<file path="config.mk">
export PLATFORM = sky130hd
export DESIGN_NAME = fast_ethernet_pcs_pma
export DESIGN_NICKNAME = d
export VERILOG_FILES = /design/src/hw/fe_pcs_pkg.sv /design/src/hw/fast_ethernet_pcs_pma.sv
export SDC_FILE = /design/constraint.sdc
export NUM_CORES = 1
export LEC_CHECK = 0
export ABC_AREA = 1
export BUFFER_PORTS_ARGS = -buffer_cell sky130_fd_sc_hd__buf_2
export CAP_MARGIN = 20
export CORE_ASPECT_RATIO = 0.7
export CORE_MARGIN = 4
export CORE_UTILIZATION = 59
export CTS_BUF_LIST = sky130_fd_sc_hd__clkbuf_8 sky130_fd_sc_hd__clkbuf_16
export DETAILED_ROUTE_END_ITERATION = 10
export PLACE_DENSITY_LB_ADDON = 0.25
export SLEW_MARGIN = 10
export SYNTH_ARGS = -nofsm -noshare
export SYNTH_HDL_FRONTEND = slang
export SYNTH_SLANG_ARGS = --single-unit
</file>
<file path="constraint.sdc">
create_clock -name core_clk_in -period 2.2 [get_ports core_clk_in]
set_clock_uncertainty 0.05 [all_clocks]
set_input_delay 0.66 -clock core_clk_in [delete_from_list [all_inputs] [get_ports core_clk_in]]
set_output_delay 0.66 -clock core_clk_in [all_outputs]
set_load 0.01 [all_outputs]
</file>
<file path="src/hw/fe_pcs_pkg.sv">
// Package of constants and types for the 100 Mbit/s coding and attachment block.
package fe_pcs_pkg;

  // ----------------------------------------------------------------------
  // Code groups
  // ----------------------------------------------------------------------
  localparam logic [4:0] CG_IDLE = 5'h1f;
  localparam logic [4:0] CG_J = 5'h18;
  localparam logic [4:0] CG_K = 5'h11;
  localparam logic [4:0] CG_T = 5'h0d;
  localparam logic [4:0] CG_R = 5'h07;
  localparam logic [4:0] CG_H = 5'h04;
  localparam logic [3:0] NIB_PREAMBLE = 4'h5;
  localparam logic [3:0] NIB_INVALID = 4'h5;

  // ----------------------------------------------------------------------
  // Scrambler
  // ----------------------------------------------------------------------
  localparam int SCR_LEN = 11;
  localparam logic [5:0] SEED_FIXED = 6'h2d;

  // ----------------------------------------------------------------------
  // Timing
  // ----------------------------------------------------------------------
  localparam int CLK_KHZ = 25000;
  localparam int LINK_UP_TIME_MS = 50;
  localparam int LINK_UP_CYCLES = LINK_UP_TIME_MS * CLK_KHZ;
  localparam int WINDOW_TIME_MS = 2;
  localparam int WINDOW_CYCLES = WINDOW_TIME_MS * CLK_KHZ;
  localparam int TIMER_W = 22;
  localparam logic [4:0] IDLE_RUN_MIN = 5'h10;

  // ----------------------------------------------------------------------
  // Register map
  // ----------------------------------------------------------------------
  localparam logic [7:0] OFS_CTRL = 8'h00;
  localparam logic [7:0] OFS_STAT = 8'h04;
  localparam logic [7:0] OFS_CFG = 8'h10;
  localparam int CTRL_AN_EN_BIT = 12;
  localparam int STAT_LINK_BIT = 2;
  localparam int STAT_POL_BIT = 5;
  localparam int STAT_LINK2_BIT = 10;
  localparam int STAT_LOCK_BIT = 0;
  localparam int STAT_CRS_BIT = 1;
  localparam int CFG_OVERRIDE_BIT = 14;
  localparam int CFG_BYPASS_BIT = 12;
  localparam logic [15:0] CTRL_RESET = 16'h1000;
  localparam logic [15:0] CFG_RESET = 16'h0000;

  // ----------------------------------------------------------------------
  // Carriers
  // ----------------------------------------------------------------------
  typedef struct packed {
    logic en;
    logic [3:0] data;
  } mii_tx_t;

  typedef struct packed {
    logic dv;
    logic er;
    logic crs;
    logic [3:0] data;
  } mii_rx_t;

endpackage

</file>
<file path="src/hw/fast_ethernet_pcs_pma.sv">
// Coding, scrambling, delimiting and link logic of a 100 Mbit/s transceiver.
//
// Functional notes
// - With transmit enable low, idle code group 11111 is sent continuously.
// - First two nibbles of a frame are replaced by J then K.
// - Later nibbles are encoded until transmit enable falls, then T, R and idle.
// - Data nibbles use the fixed sixteen-entry five-bit mapping both ways.
// - End delimiter is T immediately followed by R.
// - Each transmitted frame ends with T and R, then idle resumes.
// - 00100 is transmit error; listed groups are invalid. The transmit side has no error input and never sends 00100.
// - Invalid received symbol raises receive error and drives nibble 0101.
// - Received J and K become two preamble nibbles passed to the MAC.
// - Receive valid rises with first preamble nibble, only for valid symbols.
// - Link comes up after descrambler lock holds for about 50 ms.
// - Link drops when a 2 ms window lacks 16 consecutive idles.
// - No permanent 10 Mbit/s link is ever settled on.
// - Link loss shows in status bits; negotiation restarts when enabled.
// - Frames go out only with link up unless override is set.
// - Negotiation enabled and link down sends pulse bursts instead.
// - Carrier sense rises on J, drops again if K does not follow, and falls on T R.
// - Idle without T R drops carrier and pulses receive error once.
// - Scrambler seed is eleven bits, five from the low bits written to the configuration register.
// - Descrambler locks on received idles with no software help.
// - Bypass bit passes code groups without scrambling or descrambling.
// - Polarity status carries no meaning at 100 Mbit/s.
module fast_ethernet_pcs_pma
  import fe_pcs_pkg::*;
#(
  parameter int LINK_UP_CYCLES_P = LINK_UP_CYCLES,
  parameter int WINDOW_CYCLES_P = WINDOW_CYCLES
) (
  input wire logic core_clk_in,
  input wire logic sys_rst_in,
  input wire logic [7:0] reg_addr_in,
  input wire logic [15:0] reg_wdata_in,
  input wire logic reg_write_in,
  input wire logic reg_read_in,
  output logic [15:0] reg_rdata_out,
  input wire mii_tx_t mii_tx_in,
  output mii_rx_t mii_rx_out,
  output logic [4:0] line_tx_sym_out,
  output logic flp_burst_out,
  output logic an_restart_out,
  input wire logic line_rx_clk_in,
  input wire logic [4:0] line_rx_sym_in
);

  // ----------------------------------------------------------------------
  // Functions
  // ----------------------------------------------------------------------
  function automatic logic [4:0] encode(input logic [3:0] n);
    logic [4:0] c;
    c = CG_IDLE;
    case (n)
      4'h0: c = 5'h1e;
      4'h1: c = 5'h09;
      4'h2: c = 5'h14;
      4'h3: c = 5'h15;
      4'h4: c = 5'h0a;
      4'h5: c = 5'h0b;
      4'h6: c = 5'h0e;
      4'h7: c = 5'h0f;
      4'h8: c = 5'h12;
      4'h9: c = 5'h13;
      4'ha: c = 5'h16;
      4'hb: c = 5'h17;
      4'hc: c = 5'h1a;
      4'hd: c = 5'h1b;
      4'he: c = 5'h1c;
      default: c = 5'h1d;
    endcase
    return c;
  endfunction

  // Returns a valid flag and the nibble; control and invalid groups give flag 0 and nibble 0101.
  function automatic logic [4:0] decode(input logic [4:0] c);
    logic [3:0] n;
    logic ok;
    n = NIB_INVALID;
    ok = 1'b0;
    for (int i = 0; i < 16; i++) begin
      if (encode(4'(i)) == c) begin
        n = 4'(i);
        ok = 1'b1;
      end
    end
    return {ok, n};
  endfunction

  // Scrambles (dir 0) or descrambles (dir 1) one group, bit 0 first.
  function automatic logic [15:0] scr(input logic [10:0] sr_in,
                                      input logic [4:0] c, input logic dir);
    logic [10:0] sr;
    logic [4:0] o;
    sr = sr_in;
    o = 5'h00;
    for (int b = 0; b < 5; b++) begin
      o[b] = c[b] ^ sr[10] ^ sr[8];
      sr = {sr[9:0], dir ? c[b] : o[b]};
    end
    return {sr, o};
  endfunction

  // ----------------------------------------------------------------------
  // Register file
  // ----------------------------------------------------------------------
  logic [15:0] ctrl;
  logic [15:0] cfg;
  logic link_up;
  logic locked;
  logic an_en;
  logic override;
  logic bypass;

  assign an_en = ctrl[CTRL_AN_EN_BIT];
  assign override = cfg[CFG_OVERRIDE_BIT];
  assign bypass = cfg[CFG_BYPASS_BIT];

  always_ff @(posedge core_clk_in) begin
    if (sys_rst_in) begin
      ctrl <= CTRL_RESET;
      cfg <= CFG_RESET;
    end else if (reg_write_in) begin
      if (reg_addr_in == OFS_CTRL) begin
        ctrl <= reg_wdata_in;
      end
      if (reg_addr_in == OFS_CFG) begin
        cfg <= reg_wdata_in;
      end
    end
  end

  always_ff @(posedge core_clk_in) begin
    if (sys_rst_in) begin
      reg_rdata_out <= 16'h0000;
    end else if (reg_read_in) begin
      case (reg_addr_in)
        OFS_CTRL: reg_rdata_out <= ctrl;
        OFS_CFG: reg_rdata_out <= cfg;
        OFS_STAT: begin
          reg_rdata_out <= 16'h0000;
          reg_rdata_out[STAT_LINK_BIT] <= link_up;
          reg_rdata_out[STAT_LINK2_BIT] <= link_up;
          reg_rdata_out[STAT_POL_BIT] <= 1'b0;
          reg_rdata_out[STAT_LOCK_BIT] <= locked;
          reg_rdata_out[STAT_CRS_BIT] <= mii_rx_out.crs;
        end
        default: reg_rdata_out <= 16'h0000;
      endcase
    end else begin
      reg_rdata_out <= 16'h0000;
    end
  end

  // ----------------------------------------------------------------------
  // Transmit path
  // ----------------------------------------------------------------------
  typedef enum logic [5:0] {
    TX_IDLE = 6'h01,
    TX_K = 6'h02,
    TX_DATA = 6'h04,
    TX_R = 6'h08,
    TX_BLOCK = 6'h10
  } tx_state_t;

  tx_state_t tx_state;
  tx_state_t next_tx_state;
  logic [4:0] tx_code;
  logic [10:0] tx_sr;
  logic [15:0] tx_scr;
  logic tx_allowed;

  assign tx_allowed = (link_up || override) && !flp_burst_out;

  always_comb begin
    tx_code = CG_IDLE;
    next_tx_state = tx_state;
    case (tx_state)
      TX_IDLE: begin
        if (mii_tx_in.en && tx_allowed) begin
          tx_code = CG_J;
          next_tx_state = TX_K;
        end else if (mii_tx_in.en) begin
          next_tx_state = TX_BLOCK;
        end
      end
      TX_K: begin
        tx_code = CG_K;
        next_tx_state = TX_DATA;
      end
      TX_DATA: begin
        if (mii_tx_in.en) begin
          tx_code = encode(mii_tx_in.data);
        end else begin
          tx_code = CG_T;
          next_tx_state = TX_R;
        end
      end
      TX_R: begin
        tx_code = CG_R;
        next_tx_state = TX_IDLE;
      end
      TX_BLOCK: begin
        if (!mii_tx_in.en) begin
          next_tx_state = TX_IDLE;
        end
      end
      default: next_tx_state = TX_IDLE;
    endcase
  end

  assign tx_scr = scr(tx_sr, tx_code, 1'b0);

  always_ff @(posedge core_clk_in) begin
    if (sys_rst_in) begin
      tx_state <= TX_IDLE;
    end else begin
      tx_state <= next_tx_state;
    end
  end

  always_ff @(posedge core_clk_in) begin
    if (sys_rst_in) begin
      tx_sr <= {SEED_FIXED, CFG_RESET[4:0]};
      line_tx_sym_out <= CG_IDLE;
    end else if (reg_write_in && reg_addr_in == OFS_CFG) begin
      tx_sr <= {SEED_FIXED, reg_wdata_in[4:0]};
      line_tx_sym_out <= bypass ? tx_code : tx_scr[4:0];
    end else begin
      tx_sr <= tx_scr[15:5];
      line_tx_sym_out <= bypass ? tx_code : tx_scr[4:0];
    end
  end

  // Pulse bursts replace frames while negotiating without link.
  always_ff @(posedge core_clk_in) begin
    if (sys_rst_in) begin
      flp_burst_out <= 1'b0;
    end else begin
      flp_burst_out <= an_en && !link_up;
    end
  end

  // ----------------------------------------------------------------------
  // Line receive sampling
  // ----------------------------------------------------------------------
  logic [2:0] rclk_sync;
  logic [4:0] rsym_sync [3];
  logic rclk_state;
  logic sym_stb;

  always_ff @(posedge core_clk_in) begin
    if (sys_rst_in) begin
      rclk_sync <= 3'h0;
      rclk_state <= 1'b0;
      sym_stb <= 1'b0;
    end else begin
      rclk_sync <= {rclk_sync[1:0], line_rx_clk_in};
      sym_stb <= 1'b0;
      if (rclk_sync[1] == rclk_sync[2] && rclk_sync[2] != rclk_state) begin
        rclk_state <= rclk_sync[2];
        sym_stb <= rclk_sync[2];
      end
    end
  end

  always_ff @(posedge core_clk_in) begin
    rsym_sync[0] <= line_rx_sym_in;
    rsym_sync[1] <= rsym_sync[0];
    rsym_sync[2] <= rsym_sync[1];
  end

  // ----------------------------------------------------------------------
  // Descrambler and lock
  // ----------------------------------------------------------------------
  logic [10:0] rx_sr;
  logic [15:0] rx_dscr;
  logic [4:0] rx_code;
  logic [4:0] idle_run;
  logic win_ok;
  logic [TIMER_W-1:0] lock_timer;
  logic [TIMER_W-1:0] win_timer;
  logic win_end;

  assign rx_dscr = scr(rx_sr, rsym_sync[2], 1'b1);
  assign rx_code = bypass ? rsym_sync[2] : rx_dscr[4:0];
  assign win_end = win_timer == TIMER_W'(WINDOW_CYCLES_P - 1);

  always_ff @(posedge core_clk_in) begin
    if (sys_rst_in) begin
      rx_sr <= 11'h000;
      idle_run <= 5'h00;
    end else if (sym_stb) begin
      rx_sr <= rx_dscr[15:5];
      if (rx_code != CG_IDLE) begin
        idle_run <= 5'h00;
      end else if (idle_run != IDLE_RUN_MIN) begin
        idle_run <= idle_run + 5'h01;
      end
    end
  end

  always_ff @(posedge core_clk_in) begin
    if (sys_rst_in) begin
      locked <= 1'b0;
    end else if (sym_stb && idle_run == IDLE_RUN_MIN - 5'h01 &&
                 rx_code == CG_IDLE) begin
      locked <= 1'b1;
    end else if (win_end && !win_ok) begin
      locked <= 1'b0;
    end
  end

  always_ff @(posedge core_clk_in) begin
    if (sys_rst_in) begin
      win_timer <= '0;
      win_ok <= 1'b0;
    end else begin
      win_timer <= win_end ? '0 : win_timer + 1'b1;
      if (win_end) begin
        win_ok <= idle_run == IDLE_RUN_MIN;
      end else if (idle_run == IDLE_RUN_MIN) begin
        win_ok <= 1'b1;
      end
    end
  end

  // ----------------------------------------------------------------------
  // Link state
  // ----------------------------------------------------------------------
  always_ff @(posedge core_clk_in) begin
    if (sys_rst_in) begin
      lock_timer <= '0;
      link_up <= 1'b0;
      an_restart_out <= 1'b0;
    end else begin
      an_restart_out <= 1'b0;
      if (!locked) begin
        lock_timer <= '0;
      end else if (lock_timer != TIMER_W'(LINK_UP_CYCLES_P)) begin
        lock_timer <= lock_timer + 1'b1;
      end
      if (link_up && win_end && !win_ok) begin
        link_up <= 1'b0;
        an_restart_out <= an_en;
      end else if (!link_up && locked &&
                   lock_timer == TIMER_W'(LINK_UP_CYCLES_P - 1)) begin
        link_up <= 1'b1;
      end
    end
  end

  // ----------------------------------------------------------------------
  // Receive framing
  // ----------------------------------------------------------------------
  typedef enum logic [3:0] {
    RX_IDLE = 4'h1,
    RX_GOT_J = 4'h2,
    RX_DATA = 4'h4,
    RX_GOT_T = 4'h8
  } rx_state_t;

  rx_state_t rx_state;
  logic [4:0] rx_dec;
  logic er_pulse;

  assign rx_dec = decode(rx_code);

  always_ff @(posedge core_clk_in) begin
    if (sys_rst_in) begin
      rx_state <= RX_IDLE;
      mii_rx_out <= '0;
      er_pulse <= 1'b0;
    end else if (sym_stb) begin
      er_pulse <= 1'b0;
      mii_rx_out.er <= 1'b0;
      case (rx_state)
        RX_IDLE: begin
          if (rx_code == CG_J) begin
            rx_state <= RX_GOT_J;
            mii_rx_out.crs <= 1'b1;
            mii_rx_out.dv <= 1'b1;
            mii_rx_out.data <= NIB_PREAMBLE;
          end
        end
        RX_GOT_J: begin
          if (rx_code == CG_K) begin
            rx_state <= RX_DATA;
            mii_rx_out.data <= NIB_PREAMBLE;
          end else begin
            rx_state <= RX_IDLE;
            mii_rx_out <= '0;
          end
        end
        RX_DATA: begin
          if (rx_code == CG_T) begin
            rx_state <= RX_GOT_T;
            mii_rx_out.dv <= 1'b0;
          end else if (rx_code == CG_IDLE) begin
            rx_state <= RX_IDLE;
            mii_rx_out <= '0;
            mii_rx_out.er <= 1'b1;
            er_pulse <= 1'b1;
          end else if (rx_dec[4]) begin
            mii_rx_out.dv <= 1'b1;
            mii_rx_out.data <= rx_dec[3:0];
          end else begin
            mii_rx_out.dv <= 1'b0;
            mii_rx_out.er <= 1'b1;
            mii_rx_out.data <= NIB_INVALID;
          end
        end
        RX_GOT_T: begin
          rx_state <= RX_IDLE;
          mii_rx_out <= '0;
          if (rx_code != CG_R) begin
            mii_rx_out.er <= 1'b1;
            mii_rx_out.data <= NIB_INVALID;
          end
        end
        default: begin
          rx_state <= RX_IDLE;
          mii_rx_out <= '0;
        end
      endcase
    end else if (er_pulse) begin
      er_pulse <= 1'b0;
      mii_rx_out.er <= 1'b0;
    end
  end

endmodule

</file>
==> impl_metrics.env <==
export IMPL_syn_nets=999
export IMPL_holdPathStages=0
export IMPL_dp_hpwl_um=11400
export IMPL_hold_viol=0
export IMPL_gp_congestion=0.895
export IMPL_r2r_end="rx_state[1]$_SDFFE_PP0P_"
export IMPL_synth_area_mm2=0.00734
export IMPL_ys_ff_latch=166
export IMPL_cts_hold_fix_buffers=0
export IMPL_fp_dieArea_mm2=0.0143
export IMPL_grt_pass1_wl_um=26800
export IMPL_crit_required_ns=2.46
export IMPL_min_from="rsym_sync[0][3]$_DFF_P_"
export IMPL_r2r_setup_slack_ns=0.18
export IMPL_setup_viol=0
export IMPL_clockBufferDepth=2
export IMPL_clk_insertion_delay_late_ns=0.42
export IMPL_die_y_um=101
export IMPL_vias_per_cell=5.29
export IMPL_hold_path_endpoint="rsym_sync[0][8]$_DFF_P_"
export IMPL_fin_nets=1081
export IMPL_placementRows=33
export IMPL_period_minus_slack_ns=2.02
export IMPL_cts_sinks=166
export IMPL_synth_cell_type_count=52
export IMPL_clockRootBuffer="clkbuf_16"
export IMPL_port_buffers=68
export IMPL_grt_max_degree=36
export IMPL_numCtsBuffers=17
export IMPL_fmax_ghz=0.494
export IMPL_num_antenna_cells=0
export IMPL_leakage_uw=0.00364
export IMPL_worstSetupPathType="reg -> reg"
export IMPL_worst_pin_slew_ns=0.547
export IMPL_worstSetupEndpointType="flop"
export IMPL_placed_cells=1172
export IMPL_drv_cap=0
export IMPL_start_util=0.615
export IMPL_vias=6369
export IMPL_wl_um=16200
export IMPL_grt_util_all_layers=0.229
export IMPL_drc_errors=0
export IMPL_grt_overflow_total=0
export IMPL_r2r_start="cfg[12]$_SDFFE_PP0P_"
export IMPL_r2r_cells=12
export IMPL_wl_per_cell_um=13.5
export IMPL_ys_seq_area_frac=0.453
export IMPL_crit_arrival_ns=2.28
export IMPL_cts_tree="built"
export IMPL_antenna_found_initial=0
export IMPL_io_pins=69
export IMPL_grt_pass1_vias=5748
export IMPL_path_clk_slew_ns=0.06
export IMPL_slew_headroom=0.635
export IMPL_p_per_area_mw_per_mm2=794
export IMPL_drt_iter0_markers=494
export IMPL_fin_ws_ns=0.177
export IMPL_drv_slew=0
export IMPL_drive_above_1_share=0.187
export IMPL_postSynthCellCount=954
export IMPL_vdd_ir_drop_max_mv=0.781
export IMPL_worst_setup_path_start_kind="flop"
export IMPL_htreeDepth=4
export IMPL_post_place_ws_ns=-0.0342
export IMPL_status="finished, final reports clean"
export IMPL_crit_start="cfg[12]$_SDFFE_PP0P_"
export IMPL_core_mm2=0.0119
export IMPL_firstDrtPassIters=5
export IMPL_area_delta_synth_final_pct=17.4
export IMPL_fin_crit_sh=0.920
export IMPL_drtAntennaViolNets=0
export IMPL_fin_cells=1205
export IMPL_syn_avg_cell_area_um2=7.69
export IMPL_path_max_fanout=12
export IMPL_hp_class="reg -> reg"
export IMPL_die_w_um=141
export IMPL_yosys_warnings=0
-- cell usage in the layout (no fill, tap or decap), types with 3 or more instances in the layout --
cell type | netlist | layout
ha_1 | 6 | 6
nand4_1 | 11 | 11
nor4_1 | 6 | 6
o211ai_1 | 4 | 4
inv_2 | 10 | 10
or2_2 | 6 | 6
xor2_1 | 13 | 13
nand4_4 | 5 | 6
o21ai_1 | 4 | 4
a31oi_1 | 4 | 4
o21ai_0 | 73 | 73
nand3_2 | 8 | 8
nand2_1 | 141 | 141
nor3b_1 | 3 | 3
nor2_2 | 10 | 9
clkbuf_8 | 0 | 3
nor3_2 | 6 | 5
nand3_1 | 43 | 43
inv_1 | 126 | 126
nor2_4 | 4 | 5
nor3_1 | 29 | 29
clkbuf_16 | 0 | 17
xnor2_1 | 6 | 6
nand2_2 | 7 | 7
a21oi_1 | 71 | 71
buf_2 | 8 | 68
buf_12 | 1 | 3
buf_4 | 0 | 17
bufinv_16 | 0 | 4
nand2_4 | 8 | 8
nor2_1 | 131 | 131
dfxtp_1 | 166 | 166
-- routing by layer --
| metal | share of wire | GRT usage | up-vias | wire (um) |
|---|---|---|---|---|
| met5 | 0 | 0 | - | 0 |
| met4 | 0.0094 | 0.0640 | 0 | 153 |
| met3 | 0.061 | 0.0505 | 16 | 997 |
| met2 | 0.44 | 0.346 | 199 | 7180 |
| met1 | 0.49 | 0.334 | 2894 | 7900 |
| li1 | - | - | 3260 | - |
-- worst max path at each step --
| stage | end | slack (ns) |
|---|---|---|
| final | rx_state[1]$_SDFFE_PP0P_ | 0.18 |
| after global routing | lock_timer[18]$_SDFFE_PP0P_ | -0.03 |
| after CTS | rx_state[1]$_SDFFE_PP0P_ | 0.09 |
| after detailed placement | ctrl[2]$_SDFFE_PP0P_ | -0.03 |
| after global placement | ctrl[2]$_SDFFE_PP0P_ | 0.09 |
| after floorplan | ctrl[0]$_SDFFE_PP0P_ | 0.25 |
-- cells by family after synthesis --
group	synth area share
simple gates	0.303
compound gates	0.124
flops	0.453
buf+inv	0.0868
xor+xnor	0.0227
fa+ha+maj	0.0102
-- where the power goes --
group	internal (uW)	switching, uW
clock	1990	1190
combinational	185	309
sequential	3120	48.4
total	5290	1540
-- state kept, by name, summed over array words and instances (netlist names), 3 cells and up --
| signal | cells |
|---|---|
| lock_timer | 22 |
| win_timer | 22 |
| cfg | 16 |
| ctrl | 16 |
| reg_rdata_out | 16 |
| rsym_sync | 15 |
| rx_sr | 11 |
| tx_sr | 11 |
| mii_rx_out | 7 |
| idle_run | 5 |
| line_tx_sym_out | 5 |
| tx_state | 5 |
| rx_state | 4 |
| rclk_sync | 3 |
-- per-stage QoR --
step,cell area [um2],hold WS [ns],TNS [ns],total power (uW),utilization
finish,8610,0.274,0,6830,0.722
CTS,8570,0.274,0,6870,0.718
global placement,7930,0.263,0,3700,0.664
floorplan,7340,0.260,0,3550,-
global route,8610,0.271,-0.0346,7080,0.722
detailed placement,7930,0.262,-0.0419,3710,0.664
-- synth_stat cells (all sizes together) --
cell	n	area, um2
nor4	7	50.1
o2bb2ai	1	8.76
o22ai	2	12.5
a21oi	71	355
o21a	2	15.0
nor2	147	639
nand3	52	313
nor3b	5	53.8
a22oi	1	7.51
or2	8	50.1
a211oi	2	15.0
a221oi	1	15.0
nand3b	2	15.0
dfxtp	166	3320
buf	10	63.8
ha	6	75.1
inv	137	517
clkbuf	15	56.3
a31oi	4	25.0
xor2	13	114
o21bai	1	7.51
xnor2	6	52.6
o221ai	1	8.76
o211ai	4	30.0
nor3	36	221
nand4	18	200
o21ai	78	402
nand2	157	683
o2111ai	1	8.76
-- critical path, cell delays in order (launching register included) --
cell and delay [ns]:
dfxtp_1 0.35, inv_4 0.22, nand3_1 0.12, nand2_1 0.11
nand2_4 0.12, nand3_4 0.15, nor2_8 0.05, nor2_1 0.18
nand2_1 0.16, nand2_2 0.16, nor2_1 0.05, a21oi_1 0.12
nor2_1 0.05
-- area by class of cell --
class                   count  area [um2]
clock buffers              20         467
clock inverters            11         171
fillers                   903        3320
inverters                 137         519
multi-input cells         626        3410
flip-flops and latches    166        3320
well taps                 157         196
repair buffers             88         528
-- repair_timing --
item / CTS / global route
buffers inserted: 0 / 2
resized for setup: 0 / 7
setup endpoints to repair: 0 / 10
(Power assumes the default switching activity.)
